<file path="config.mk">
export PLATFORM = sky130hd
export DESIGN_NAME = keyed_watchdog_timer
export DESIGN_NICKNAME = d
export VERILOG_FILES = /design/src/pkg/keyed_watchdog_pkg.sv /design/src/hdl/keyed_watchdog_timer.sv
export VERILOG_INCLUDE_DIRS = /design/src /design/src/pkg
export SDC_FILE = /design/constraint.sdc
export NUM_CORES = 1
export LEC_CHECK = 0
export BUFFER_PORTS_ARGS = -buffer_cell sky130_fd_sc_hd__buf_2
export CAP_MARGIN = 0
export CORE_MARGIN = 2
export CORE_UTILIZATION = 45
export DETAILED_ROUTE_END_ITERATION = 8
export GPL_ROUTABILITY_DRIVEN = 0
export PLACE_DENSITY_LB_ADDON = 0.15
export SYNTH_ARGS = -nofsm -noshare
export SYNTH_HDL_FRONTEND = slang
export SYNTH_SLANG_ARGS = --single-unit
</file>
<file path="constraint.sdc">
create_clock -name CLOCK -period 1.75 [get_ports CLOCK]
set_input_delay 0 -clock CLOCK [delete_from_list [all_inputs] [get_ports CLOCK]]
set_output_delay 0 -clock CLOCK [all_outputs]
set_load 0.005 [all_outputs]
</file>
<file path="src/pkg/keyed_watchdog_cfg.svh">
// Purpose: register offsets, field positions, key values and reset values of the watchdog
// Assumes: byte offsets on a 4-bit register address
// Notes:   included by the design file and by the bench
`ifndef KEYED_WATCHDOG_CFG_SVH
`define KEYED_WATCHDOG_CFG_SVH

`define WDT_OFF_CONFIG      4'h0
`define WDT_OFF_CLKSRC      4'h4
`define WDT_OFF_CONST       4'h8
`define WDT_OFF_FEED        4'hc

`define WDT_KEY_HI          31
`define WDT_KEY_LO          16
`define WDT_KEY_VALUE       16'h5afa
`define WATCHDOG_FEED_HI         15
`define WATCHDOG_FEED_LO         0
`define WATCHDOG_FEED_VALUE      16'h55aa

`define WDT_EN_BIT          0
`define WDT_IRQ_MODE_BIT    1
`define WDT_FLAG_BIT        2
`define WDT_SEL_HI          1
`define WDT_SEL_LO          0
`define WDT_CONST_HI        7
`define WDT_CONST_LO        0

`define WDT_CONST_RESET     8'hff
`define WDT_SEL_RESET       2'h0
`define WDT_ZERO_WORD       32'h0000_0000

`endif

</file>
<file path="src/pkg/keyed_watchdog_pkg.sv">
// Purpose: shared types of the keyed watchdog
// Assumes: 32-bit register data, byte offsets on 4 address bits
// Notes:   constants live in keyed_watchdog_cfg.svh
package keyed_watchdog_pkg;

   // one register access, taken in a single CLOCK cycle
   typedef struct packed {
      logic        wr;     // write strobe
      logic        rd;     // read strobe
      logic [3:0]  addr;   // byte offset
      logic [31:0] wdata;  // write data, key in the top half
   } reg_req_s;

   typedef enum logic [1:0] {
      SRC_FAST_OSC  = 2'h0,
      SRC_BUS_CLOCK = 2'h1,
      SRC_SLOW_OSC  = 2'h2,
      SRC_SLOW_XTAL = 2'h3
   } count_clock_select_e;

endpackage

</file>
<file path="src/hdl/keyed_watchdog_timer.sv">
// Purpose: watchdog with keyed register writes, /128 prescaler and 8-bit reload counter
// Assumes: oscillator inputs are slow levels synchronous to CLOCK; one access per cycle
// Notes:   count sources are edge-detected in the CLOCK domain, so each must run below
//          half the CLOCK rate; the bus-clock source counts every CLOCK edge
`timescale 1ns/1ps
`include "keyed_watchdog_cfg.svh"

// How it works
// - divide by 128, then decrement 8-bit counter
// - timeout spans 128 to 128x256 periods
// - enabling loads reload constant then counts
// - reset mode: underflow requests processor reset
// - feed pattern write reloads the counter
// - writes need key; key reads zero
// - mode bit picks reset or interrupt
// - interrupt only when flag and mode set
// - interrupt mode sets flag; zero clears
// - reset-mode underflow also clears the flag
// - two-bit select picks one of four sources
// - reload constant resets 0xff, n gives n+1
// - register access and counting run independently
// - feed field write-only, reads zero
// - timeout whenever enabled and source running
module keyed_watchdog_timer
   import keyed_watchdog_pkg::*;
#(
   parameter int PRE_W = 7,                       // prescaler width, 2**PRE_W divide
   parameter int CNT_W = 8                        // watchdog counter width
) (
   input  wire logic                        CLOCK,       // system clock
   input  wire logic                        RST_N,       // synchronous reset, active low
   input  wire keyed_watchdog_pkg::reg_req_s REG_REQ,    // register access
   output logic [31:0]                      REG_RDATA,   // read data, one cycle after rd
   input  wire logic                        FAST_OSC,    // internal fast oscillator level
   input  wire logic                        SLOW_OSC,    // internal slow oscillator level
   input  wire logic                        SLOW_XTAL,   // external slow crystal level
   output logic                             RESET_REQ,   // one-cycle system reset request
   output logic                             TIMEOUT_IRQ  // level interrupt request
);
   import keyed_watchdog_pkg::*;

   logic                run_en_q;
   logic                irq_mode_q;
   logic                flag_q;
   count_clock_select_e clk_sel_q;
   logic [CNT_W-1:0]    reload_q;
   logic [PRE_W-1:0]    pre_q;
   logic [CNT_W-1:0]    cnt_q;
   logic [2:0]          src_prev_q;
   logic                reset_req_q;
   logic [31:0]         rdata_q;

   logic                key_ok;
   logic                wr_config;
   logic                wr_clksrc;
   logic                wr_const;
   logic                feed;
   logic                start;
   logic [2:0]          src_now;
   logic [2:0]          src_rise;
   logic                src_tick;
   logic                pre_tick;
   logic                timeout;
   logic [31:0]         rd_mux;

   // unkeyed writes are dropped whole, never partially applied
   assign key_ok    = REG_REQ.wr &&
                      (REG_REQ.wdata[`WDT_KEY_HI:`WDT_KEY_LO] == `WDT_KEY_VALUE);
   assign wr_config = key_ok && (REG_REQ.addr == `WDT_OFF_CONFIG);
   assign wr_clksrc = key_ok && (REG_REQ.addr == `WDT_OFF_CLKSRC);
   assign wr_const  = key_ok && (REG_REQ.addr == `WDT_OFF_CONST);
   assign feed      = key_ok && (REG_REQ.addr == `WDT_OFF_FEED) &&
                      (REG_REQ.wdata[`WATCHDOG_FEED_HI:`WATCHDOG_FEED_LO] == `WATCHDOG_FEED_VALUE);
   assign start     = wr_config && REG_REQ.wdata[`WDT_EN_BIT] && !run_en_q;

   // configuration registers
   always_ff @(posedge CLOCK) begin
      if (!RST_N) begin
         run_en_q   <= 1'b0;
         irq_mode_q <= 1'b0;
      end else if (wr_config) begin
         run_en_q   <= REG_REQ.wdata[`WDT_EN_BIT];
         irq_mode_q <= REG_REQ.wdata[`WDT_IRQ_MODE_BIT];
      end
   end

   always_ff @(posedge CLOCK) begin
      if (!RST_N) begin
         clk_sel_q <= count_clock_select_e'(`WDT_SEL_RESET);
      end else if (wr_clksrc) begin
         clk_sel_q <= count_clock_select_e'(REG_REQ.wdata[`WDT_SEL_HI:`WDT_SEL_LO]);
      end
   end

   always_ff @(posedge CLOCK) begin
      if (!RST_N) begin
         reload_q <= `WDT_CONST_RESET;
      end else if (wr_const) begin
         reload_q <= REG_REQ.wdata[`WDT_CONST_HI:`WDT_CONST_LO];
      end
   end

   // count source selection; edges of the three oscillator sources become single-cycle ticks
   assign src_now  = {SLOW_XTAL, SLOW_OSC, FAST_OSC};
   assign src_rise = src_now & ~src_prev_q;

   // seeded from the pins during reset, so a source already high is not taken as an edge
   always_ff @(posedge CLOCK) begin
      if (!RST_N) begin
         src_prev_q <= src_now;
      end else begin
         src_prev_q <= src_now;
      end
   end

   always_comb begin
      unique case (clk_sel_q)
         SRC_FAST_OSC:  src_tick = src_rise[0];
         SRC_BUS_CLOCK: src_tick = 1'b1;
         SRC_SLOW_OSC:  src_tick = src_rise[1];
         SRC_SLOW_XTAL: src_tick = src_rise[2];
      endcase
   end

   assign pre_tick = run_en_q && src_tick && (pre_q == '1);
   // the counter is already at zero when the last tick arrives: reload n gives n+1 ticks
   assign timeout  = pre_tick && (cnt_q == '0) && !feed;

   // prescaler and down counter; feed also clears the prescaler so every feed buys the
   // full interval instead of a fraction of a prescaler period less
   always_ff @(posedge CLOCK) begin
      if (!RST_N) begin
         pre_q <= '0;
         cnt_q <= `WDT_CONST_RESET;
      end else if (start || feed) begin
         pre_q <= '0;
         cnt_q <= reload_q;
      end else if (!run_en_q) begin
         pre_q <= '0;
      end else if (src_tick) begin
         pre_q <= pre_q + PRE_W'(1);
         if (pre_q == '1) begin
            cnt_q <= (cnt_q == '0) ? reload_q : cnt_q - CNT_W'(1);
         end
      end
   end

   // timeout action
   always_ff @(posedge CLOCK) begin
      if (!RST_N) begin
         reset_req_q <= 1'b0;
      end else begin
         reset_req_q <= timeout && !irq_mode_q;
      end
   end

   // an interrupt-mode timeout in the same cycle as a software clear keeps the flag set
   always_ff @(posedge CLOCK) begin
      if (!RST_N) begin
         flag_q <= 1'b0;
      end else if (timeout && irq_mode_q) begin
         flag_q <= 1'b1;
      end else if (timeout) begin
         flag_q <= 1'b0;
      end else if (wr_config && !REG_REQ.wdata[`WDT_FLAG_BIT]) begin
         flag_q <= 1'b0;
      end
   end

   // read side; key and feed fields never return data
   always_comb begin
      rd_mux = `WDT_ZERO_WORD;
      unique case (REG_REQ.addr)
         `WDT_OFF_CONFIG: begin
            rd_mux[`WDT_EN_BIT]       = run_en_q;
            rd_mux[`WDT_IRQ_MODE_BIT] = irq_mode_q;
            rd_mux[`WDT_FLAG_BIT]     = flag_q;
         end
         `WDT_OFF_CLKSRC: rd_mux[`WDT_SEL_HI:`WDT_SEL_LO] = clk_sel_q;
         `WDT_OFF_CONST:  rd_mux[`WDT_CONST_HI:`WDT_CONST_LO] = reload_q;
         default:         rd_mux = `WDT_ZERO_WORD;
      endcase
   end

   always_ff @(posedge CLOCK) begin
      if (!RST_N) begin
         rdata_q <= `WDT_ZERO_WORD;
      end else if (REG_REQ.rd) begin
         rdata_q <= rd_mux;
      end
   end

   assign REG_RDATA   = rdata_q;
   assign RESET_REQ   = reset_req_q;
   assign TIMEOUT_IRQ = flag_q && irq_mode_q;
endmodule

</file>
* Word level (Yosys, flattened, before mapping) *
Cells that the tools add are included.

operators by class
  add/subtract/negate cells = 2
  multipliers = 0
  div/mod/pow operators = 0
  $lt $le $gt $ge = 0
  eq/ne operators = 9
  shift operators = 0
  multiplexer cells = 12
  bitwise logic cells = 4
  reductions and logical operators = 30

operator list
  kind                                                    count
  two-way mux 8 bit                                       5
  equality test 16 x 15 -> 1 bit (second input constant)  2
  logical AND 1 bit                                       16
  equality test 4 bit (second input constant)             2
  zero test 8 bit                                         1
  subtractor 8 x 1 -> 8 bit (second input constant)       1
  adder 7 x 1 -> 7 bit (second input constant)            1
  equality test 7 bit (second input constant)             1
  one-hot mux 2 bit (3 select lines)                      1
  nonzero test 2 bit                                      3
  two-way mux 5 bit                                       1
  equality test 2 bit (second input constant)             2
  equality test 4 x 3 -> 1 bit (second input constant)    1
  zero test 1 bit                                         4
  zero test 4 bit                                         1
  one-hot mux 1 bit (4 select lines)                      1
  AND 3 bit                                               1
  two-way mux 1 bit                                       3
  NOT 3 bit                                               1
  AND reduction 3 bit                                     1
  nonzero test 3 bit                                      1
  OR reduction 3 bit                                      1
  equality test 2 x 1 -> 1 bit (second input constant)    1
  zero test 2 bit                                         1
  other kinds (3)                                         4

word-level totals
  register bits after elaboration = 40
  latch bits = 0
  bits in writable memories = 0
  bits in read-only memories = 0
  input port bits = 43
  output and inout bits = 34
  logic and storage cells = 67
  memories = 0

* Longest topological paths before layout *
Gate-level depths: netlist (run 1).

  word-level depth = 9
  depth in mapped cells = 8

* Least setup slack after synthesis (run 1) *
Ideal clock, no wire load.

  path type = register to register
  from = register pre_q[0]
  to = register cnt_q[4]
  setup time = 0.128 ns
  data arrival time = 1.830 ns
  required time = 1.622 ns
  path slack = -0.208 ns
  stages on the path, launching flop included = 8
  path buffers = 0
  cells stage by stage = dfxtp_1 -> ha_1 -> and4_1 -> and4_4 -> o21ai_2 -> or4b_4 -> a221oi_2 -> o21ai_1

between the ends
  word-level cells in the longest chain between the ends = 3

ends and longest elaborated chain
  element                               line                         RTL
  start, declared                       keyed_watchdog_timer.sv:47   logic [PRE_W-1:0] pre_q;
  start signal, assigned                keyed_watchdog_timer.sv:141  pre_q <= pre_q + PRE_W'(1);
  equality test 7 bit                   keyed_watchdog_timer.sv:142  if (pre_q == '1) begin
  nonzero test 2 bit (no source line)   n/a
  AND reduction 3 bit (no source line)  n/a
  end signal, assigned                  keyed_watchdog_timer.sv:134  cnt_q <= `WDT_CONST_RESET;
  end signal, assigned                  keyed_watchdog_timer.sv:137  cnt_q <= reload_q;
  end signal, assigned                  keyed_watchdog_timer.sv:143  cnt_q <= (cnt_q == '0) ? reload_q : cnt_q - CNT_W'(1);
  end, declared                         keyed_watchdog_timer.sv:48   logic [CNT_W-1:0] cnt_q;

Every way passes these cells.
A chain may end at the register's enable or synchronous reset.

* Worst setup path in the final report (run 1) *
  from = register pre_q[1]
  to = register cnt_q[4]

The elaborated chain is that of the path after synthesis.

==> impl_metrics.py, run 1 <==
metrics = {
    "worst_setup_path": {
        "crit_fanout": 2,
        "cp-end-kind": "register",
        "crit_type": "reg -> reg",
        "slowest_stage": "or4b_4",
        "crit_chain": "ha_4, and4_1, and4_4, o21ai_4, or4b_4, a221oi_2, o21ai_1",
        "worstPathArrival_ps": 2040,
        "required_ps": 1920,
        "crit_buf_inv": 0,
        "critPathTopFamily": "simple AND/OR/NAND/NOR gates",
        "start_kind": "register",
        "cp_slowest_stage_delay_ps": 480,
    },
    "min_path": {
        "min_path_type": "in -> reg",
    },
    "logic_synthesis": {
        "postSynthAreaPerCell_um2": 8.982,
        "synth.distinct_cells": 54,
        "ys_seq_area_share_pct": 36.24,
        "netlist_area_um2": 2210,
        "synth_compound_area_share_pct": 13.25,
        "synth_top_family_by_area": "simple AND/OR/NAND/NOR gates",
        "synth-simple-area-share_pct": 26.50,
        "synth_xor_area_share_pct": 2.378,
        "ys_ff_latch": 40,
        "async_flop_share_pct": 0,
        "yosys_most_used_dff": "dfxtp_1",
        "synth_cells": 246,
        "synthAdderAreaFrac_pct": 1.699,
        "synth_edf_count": 0,
        "yosys_warnings": 0,
        "synthMuxAreaShare_pct": 9.117,
    },
    "sta": {
        "hold_viol": 0,
        "finalMaxSlewViolations": 0,
        "layout_min_cycle_time_ps": 1869,
        "rsz0062_at_grt": "yes",
        "fmax_ghz": 0.5350,
        "finalWorstSetupSlack_ps": -119.2,
        "setup_viol_count_final": 6,
        "min_period_over_period_pct": 106.8,
        "skew_ps": 12.21,
    },
    "clocking": {
        "clkTransAtPathRegs_ps": 90,
        "insertion_delay_ps": 300,
        "cts_root_buf": "clkbuf_8",
        "clk_path_buf_depth": 2,
        "numCtsBuffers": 5,
        "cts_num_sinks": 40,
        "htreeDepth": 2,
        "cts_setup_buffers": 0,
        "cts_tree": "yes",
    },
    "placement": {
        "placed_cell_area_um2": 2654,
        "numPortBuffers": 52,
        "place_hpwl_um": 3684,
        "dp.cells": 382,
    },
    "pwr": {
        "ir_worst_vdd_uv": 504.8,
        "leakagePower_nw": 1.359,
        "p_per_area_nw_per_um2": 639.8,
    },
    "routing": {
        "via_per_inst": 4.809,
        "initialDrtViolationCount": 56,
        "ant_nets": 0,
        "vias": 1938,
        "drtPass1Iterations": 4,
        "wl_per_cell_um": 12.50,
        "drt-total-wl_um": 5037,
        "drc": 0,
    },
    "final_layout": {
        "layout.cells.non_filler": 403,
        "drive_gt1_share_pct": 33.63,
        "finalCoreUtilization_pct": 62.91,
        "antenna_cells": 0,
        "final_area_um2": 2972,
        "final_common_cell": "buf_2",
        "fillers": 396,
        "nets": 381,
        "area.growth.synth_to_final_pct": 34.48,
        "layout_common_cells": "buf_2 (52), dfxtp_1 (38), conb_1 (24), buf_4 (24), mux2i_1 (19)",
    },
    "floorplanning": {
        "die_width_um": 74.08,
        "die_area_um2": 5487,
        "rows": 25,
        "fp.coreArea_um2": 4723,
        "start_util_pct": 46.78,
        "dieHeight_um": 74.08,
        "ios": 77,
    },
    "global_route": {
        "grt_max_degree": 23,
        "overflow": 0,
        "grtUsageTotal_pct": 19.49,
        "grt_pass1_vias": 1836,
        "grt_first_pass_wirelength_um": 8307,
        "grt_antenna_before_repair": 0,
    },
    "status": {
        "failed_checks": "setup timing",
        "status": "finished with violations",
    },
    "flow_run": {
        "max_cap_violations": 0,
    },
}
==> cell usage after synthesis, types with 3 or more instances <==
library cell  count  area share (%)
a21oi_1          10             2.3
o21ba_2           5             2.3
nand2_1          18             3.1
nor2b_1          15             4.2
ha_1              3             1.7
buf_4            25             8.5
dfxtp_1          40              36
and2_1            5             1.4
nor3_1            3            0.68
nand4_1           3            0.85
inv_1             5            0.85
nand3_1           5             1.1
xor2_1            5             2.0
mux2i_1          19             8.6
nor2_1           17             2.9
o21ai_0           7             1.6
nand4b_1          5             2.0
or2_2             3            0.85
nor4bb_1          3             1.4
clkbuf_1          5            0.85
and3_1            3            0.85
==> power breakdown <==
part	switching (mW)	leakage [nW]	total, mW	internal (mW)
sequential	0.00211	0.325	0.918	0.916
combinational	0.0690	0.970	0.147	0.0778
clock	0.333	0.0645	0.837	0.504
total	0.404	1.36	1.90	1.50
==> flip-flops by register name, summed over array words and instances (netlist names) <==
signal / count
flag_q: 1
pre_q: 7
src_prev_q: 3
RESET_REQ: 1
clk_sel_q: 2
reload_q: 8
run_en_q: 1
cnt_q: 8
irq_mode_q: 1
REG_RDATA: 8
==> per-stage QoR <==
step / worst slack (ps) / hold slack (ps) / TNS, ps / power (mW)
4_1_cts: -133.9 / 42.35 / -292.8 / 1.913
6_report: -119.2 / 41.69 / -359.4 / 1.901
2_1_floorplan: -106.9 / 27.72 / -124.1 / 1.038
5_1_grt: -228.8 / 71.40 / -1211 / 1.974
3_3_place_gp: -102.3 / 119.1 / -501.1 / 1.062
3_5_place_dp: -136.6 / 117.9 / -635.3 / 1.063
==> worst register-to-register path: stages, from the launching register on <==
cell	delay, ps
dfxtp_2	360
ha_4	130
and4_1	190
and4_4	230
o21ai_4	60
or4b_4	480
a221oi_2	220
o21ai_1	80
==> repair_timing <==
action                     CTS  global route
setup endpoints to repair    8            15
gates resized for setup      7             6
hold buffers                12             0
hold endpoints to repair    12             0
pin swaps                    4             0
cloned                       1             0
==> routing by layer <==
metal	track usage (%)	routed length (µm)	vias to the layer above
met5	0	0	-
met4	7.273	93	0
met3	4.336	217	11
met2	32.14	2332	61
met1	24.94	2393	867
li1	-	-	999
==> final timing paths <==
check / start / endpoint / slack (ps) / depth (start not counted)
setup / recovery: pre_q[1] / cnt_q[4] / -120 / 7
hold / removal: REG_REQ[32] / REG_RDATA[2] / 40 / 4
setup reg to reg: pre_q[1] / cnt_q[4] / -120 / 7
hold reg to reg: reload_q[2] / reload_q[2] / 510 / 2
==> layout make-up <==
class	count	area (µm²)	share of cell area (%)
clock inverter	1	30.03	1.011
sequential	40	803.3	27.03
inverter	5	18.77	0.6316
timing repair buffer	91	603.1	20.29
clock buffer	7	96.34	3.242
multi-input combinational	192	1336	44.97
tap	67	83.83	2.821
==> cells by family (layout without fill, tap and decap cells) <==
logic type / Yosys count / in the layout
simple gates: 97 / 97
mux: 20 / 20
other cells: 1 / 24
flops: 40 / 40
compound gates: 42 / 42
buf+inv: 37 / 104
fa+ha+maj: 3 / 3
xor+xnor: 6 / 6
No activity file was read; power rests on OpenSTA's default activity.
==> run 2, diff against run 1 <==
- MAX_ROUTING_LAYER: unset -> met4
==> impl_metrics.py, run 2 (synthesis gave the netlist of run 1 again) <==
metrics = {
    "clocking": {
        "clkTransAtPathRegs_ps": 90,
        "htreeDepth": 2,
        "insertion_delay_ps": 300,
        "cts_tree": "yes",
        "cts_root_buf": "clkbuf_8",
        "numCtsBuffers": 5,
        "cts_num_sinks": 40,
        "clk_path_buf_depth": 2,
    },
    "pwr": {
        "switching_share_pct": 21.32,
        "pwr-share-comb_pct": 7.7,
        "power_mw": 1.902,
        "clkPwrFrac_pct": 44.0,
        "switchingPower_mw": 0.4056,
        "leakagePower_nw": 1.359,
        "p_seq_share_pct": 48.2,
        "p_per_area_nw_per_um2": 640.2,
        "ir_worst_vdd_uv": 505.9,
        "p_int_mw": 1.497,
    },
    "routing": {
        "via_per_inst": 4.794,
        "wl_per_cell_um": 12.49,
        "ant_nets": 0,
        "drtPass1Iterations": 4,
        "initialDrtViolationCount": 50,
        "drc": 0,
        "drt-total-wl_um": 5035,
        "vias": 1932,
    },
    "global_route": {
        "grt_max_degree": 23,
        "grt_first_pass_wirelength_um": 8307,
        "overflow": 0,
        "grt_antenna_before_repair": 0,
        "grt_pass1_vias": 1836,
        "grtUsageTotal_pct": 20.10,
    },
    "sta": {
        "hold_viol": 0,
        "rsz0062_at_grt": "yes",
        "skew_ps": 12.46,
        "finalMaxSlewViolations": 0,
        "fmax_ghz": 0.5346,
        "fin_tns_setup_ps": -362.9,
        "setup_viol_count_final": 5,
        "finalWorstSetupSlack_ps": -120.6,
        "min_period_over_period_pct": 106.9,
        "layout_min_cycle_time_ps": 1871,
    },
    "min_path": {
        "hold_path.startpoint": "REG_REQ[32]",
        "min_path_type": "in -> reg",
    },
    "floorplanning": {
        "dieHeight_um": 74.08,
        "ios": 77,
        "fp.coreArea_um2": 4723,
        "die_width_um": 74.08,
        "start_util_pct": 46.78,
        "rows": 25,
        "die_area_um2": 5487,
    },
    "final_layout": {
        "area.growth.synth_to_final_pct": 34.48,
        "nets": 381,
        "layout_common_cells": "buf_2 (52), dfxtp_1 (38), conb_1 (24), buf_4 (24), mux2i_1 (19)",
        "final_area_um2": 2972,
        "antenna_cells": 0,
        "drive_gt1_share_pct": 33.63,
        "finalCoreUtilization_pct": 62.91,
        "final_common_cell": "buf_2",
        "layout.cells.non_filler": 403,
    },
    "worst_setup_path": {
        "cp-end-kind": "register",
        "required_ps": 1930,
        "critPathLaunch": "pre_q[1]",
        "r2r-start": "pre_q[1]",
        "worstPathArrival_ps": 2050,
        "start_kind": "register",
        "crit_type": "reg -> reg",
        "crit_fanout": 2,
    },
    "placement": {
        "place_hpwl_um": 3684,
        "dp.cells": 382,
        "placed_cell_area_um2": 2654,
        "numPortBuffers": 52,
    },
    "status": {
        "status": "finished with violations",
        "failed_checks": "setup timing",
    },
    "flow_run": {
        "max_cap_violations": 0,
    },
}
## run 2: cell counts in the layout (fill, tap and decap cells not counted)
No cell type changed its count.
## run 2: cell type report
type,count,area [µm²]
fill,396,1752
multi-input combinational,192,1336
sequential,40,803.3
timing repair buffer,91,603.1
clock buffer,7,96.34
tap,67,83.83
clock inverter,1,30.03
inverter,5,18.77
## run 2: what timing repair did
item	in CTS	in global routing
pin swaps	4	0
hold endpoints to repair	12	0
resized for setup	7	6
endpoints found under the setup margin	8	15
gates cloned	1	0
hold buffers	12	0
buffers inserted	0	0
## run 2: final timing paths
check / end / depth (start not counted) / slack (ps)
setup / recovery: cnt_q[4] / 7 / -120
hold / removal: REG_RDATA[2] / 4 / 40
setup reg to reg: cnt_q[4] / 7 / -120
hold reg to reg: reload_q[2] / 2 / 510
## run 2: per-stage QoR
stage                     hold WS (ps)  setup slack [ps]
after CTS                        42.35            -133.9
after global routing             71.40            -228.9
final                            41.45            -120.6
after detailed placement         117.9            -136.6
after floorplan                  27.72            -106.9
after global placement           119.1            -102.3
## run 2: per-layer routing
metal	wire [µm]	track usage [%]	vias up
met5	0	-	-
met3	213	4.065	7
li1	-	-	999
met1	2392	25.10	868
met2	2355	32.14	58
met4	74	7.273	0
## run 2: power groups by stage
| stage | combinational, mW | clock, mW | sequential (mW) |
|---|---|---|---|
| floorplan | 0.0995 | 0 | 0.939 |
| global placement | 0.123 | 0 | 0.939 |
| detailed placement | 0.124 | 0 | 0.939 |
| CTS | 0.145 | 0.850 | 0.917 |
| global route | 0.164 | 0.891 | 0.918 |
| finish | 0.147 | 0.838 | 0.918 |
## run 2: worst max-delay path, stage by stage (launching register included)
cell and delay, ps:
dfxtp_2 360, ha_4 130, and4_1 190, and4_4 230, o21ai_4 60, or4b_4 480
a221oi_2 220, o21ai_1 80
==> run 3, diff against run 2 <==
- CELL_PAD_IN_SITES_DETAIL_PLACEMENT: unset -> 0
- CELL_PAD_IN_SITES_GLOBAL_PLACEMENT: unset -> 1
- CORE_UTILIZATION: 45 -> 33
- CTS_CLUSTER_SIZE: unset -> 40
- MAX_ROUTING_LAYER: met4 -> unset
==> impl_metrics.py, run 3 (synthesis gave the netlist of run 1 again) <==
metrics = {
    "status": {
        "status": "finished with violations",
        "failed_checks": "setup timing",
    },
    "final_layout": {
        "antenna_cells": 0,
        "fillers": 635,
        "multiInputGateArea_um2": 1363,
        "drive_gt1_share_pct": 36.28,
        "seq_area_um2": 803.3,
        "area.growth.synth_to_final_pct": 36.18,
        "layout_common_cells": "buf_2 (52), dfxtp_1 (38), buf_4 (29)",
        "nets": 385,
        "final_common_cell": "buf_2",
    },
    "placement": {
        "place_hpwl_um": 4013,
        "numPortBuffers": 52,
        "pre_cts_slack_ps": -149.2,
    },
    "worst_setup_path": {
        "crit_fanout": 3,
        "critPathLaunch": "pre_q[1]",
        "start_kind": "register",
        "worstPathArrival_ps": 2050,
        "cp-end-kind": "register",
        "r2r-start": "pre_q[1]",
        "required_ps": 1920,
        "crit_type": "reg -> reg",
    },
    "sta": {
        "finalWorstSetupSlack_ps": -127.9,
        "hold_viol": 0,
        "setup_viol_count_final": 3,
        "skew_ps": 5.954,
        "fmax_ghz": 0.5325,
        "finalMaxSlewViolations": 0,
        "layout_min_cycle_time_ps": 1878,
        "min_period_over_period_pct": 107.3,
        "rsz0062_at_grt": "yes",
    },
    "floorplanning": {
        "die_area_um2": 7366,
        "start_util_pct": 34.40,
        "dieHeight_um": 85.83,
        "rows": 29,
        "fp.coreArea_um2": 6422,
        "ios": 77,
        "die_width_um": 85.83,
    },
    "pwr": {
        "ir_worst_vdd_uv": 322.3,
        "p_per_area_nw_per_um2": 576.7,
        "leakagePower_nw": 1.369,
        "power_mw": 1.735,
    },
    "clocking": {
        "clk_path_buf_depth": 2,
        "cts_num_sinks": 40,
        "cts_root_buf": "clkbuf_8",
        "insertion_delay_ps": 290,
        "clkTransAtPathRegs_ps": 80,
        "htreeDepth": 2,
        "numCtsBuffers": 5,
        "cts_tree": "yes",
    },
    "routing": {
        "drt-total-wl_um": 5439,
        "drc": 0,
        "via_per_inst": 4.702,
        "ant_nets": 0,
        "drtPass1Iterations": 6,
        "initialDrtViolationCount": 111,
        "wl_per_cell_um": 13.07,
        "vias": 1956,
    },
    "global_route": {
        "grt_max_degree": 25,
        "grt_antenna_before_repair": 0,
        "overflow": 0,
        "grt_first_pass_wirelength_um": 8928,
        "grt_pass1_vias": 1903,
        "grtUsageTotal_pct": 15.21,
    },
    "min_path": {
        "min_path_type": "in -> reg",
        "hold_path.startpoint": "REG_REQ[1]",
    },
    "flow_run": {
        "max_cap_violations": 0,
    },
}
run 3: path summary, 6_finish.rpt:
kind / end / slack [ps] / cells past startpoint
worst max-delay path: cnt_q[4] / -130 / 7
worst min-delay path: reload_q[1] / 10 / 3
worst max register to register: cnt_q[4] / -130 / 7
worst min register to register: REG_RDATA[2] / 480 / 2
run 3: layout make-up:
| cell class | instances | share of cell area, % |
|---|---|---|
| clock buffer | 7 | 3.202 |
| inverter | 5 | 0.6237 |
| multi-input combinational | 192 | 45.28 |
| sequential | 40 | 26.69 |
| tap | 77 | 3.202 |
| timing repair buffer | 95 | 21.00 |
run 3: what timing repair did:
| action | CTS | global route |
|---|---|---|
| setup buffers | 1 | 4 |
| hold endpoints to repair | 10 | 0 |
| endpoints found under the setup margin | 5 | 17 |
| resized for setup | 5 | 17 |
| hold buffers | 10 | 0 |
| pin swaps | 4 | 7 |
| gates cloned | 0 | 1 |
run 3: metal layers:
metal | global-route usage [%] | wire length (µm)
met5 | 0 | 0
met1 | 20.15 | 2594
met2 | 25.14 | 2612
met4 | 3.896 | 29
met3 | 3.369 | 203
run 3: power breakdown:
part / internal [mW] / total [mW] / switching, mW / leakage [nW]
sequential: 0.915 / 0.917 / 0.00166 / 0.325
clock: 0.351 / 0.666 / 0.314 / 0.0503
combinational: 0.0787 / 0.152 / 0.0736 / 0.993
total: 1.35 / 1.74 / 0.390 / 1.37
run 3: per-stage QoR:
stage          instances  hold WS [ps]  utilization (%)  cell area [µm²]  TNS [ps]
2_1_floorplan        269         27.72                -             2318    -124.1
3_5_place_dp         393         119.8            41.63             2674    -346.2
5_1_grt              416         31.01            46.85             3009    -718.1
6_report             416         13.86            46.85             3009    -220.4
3_3_place_gp         393         116.2            41.63             2674    -177.4
4_1_cts              411         2.028            45.18             2902    -283.1
run 3: worst max-delay path: stages (launching register included):
cell and delay [ps]:
dfxtp_2 360, ha_4 130, and4_1 180, and4_4 250, o21ai_4 60, or4b_4 480
a221oi_2 210, o21ai_1 90
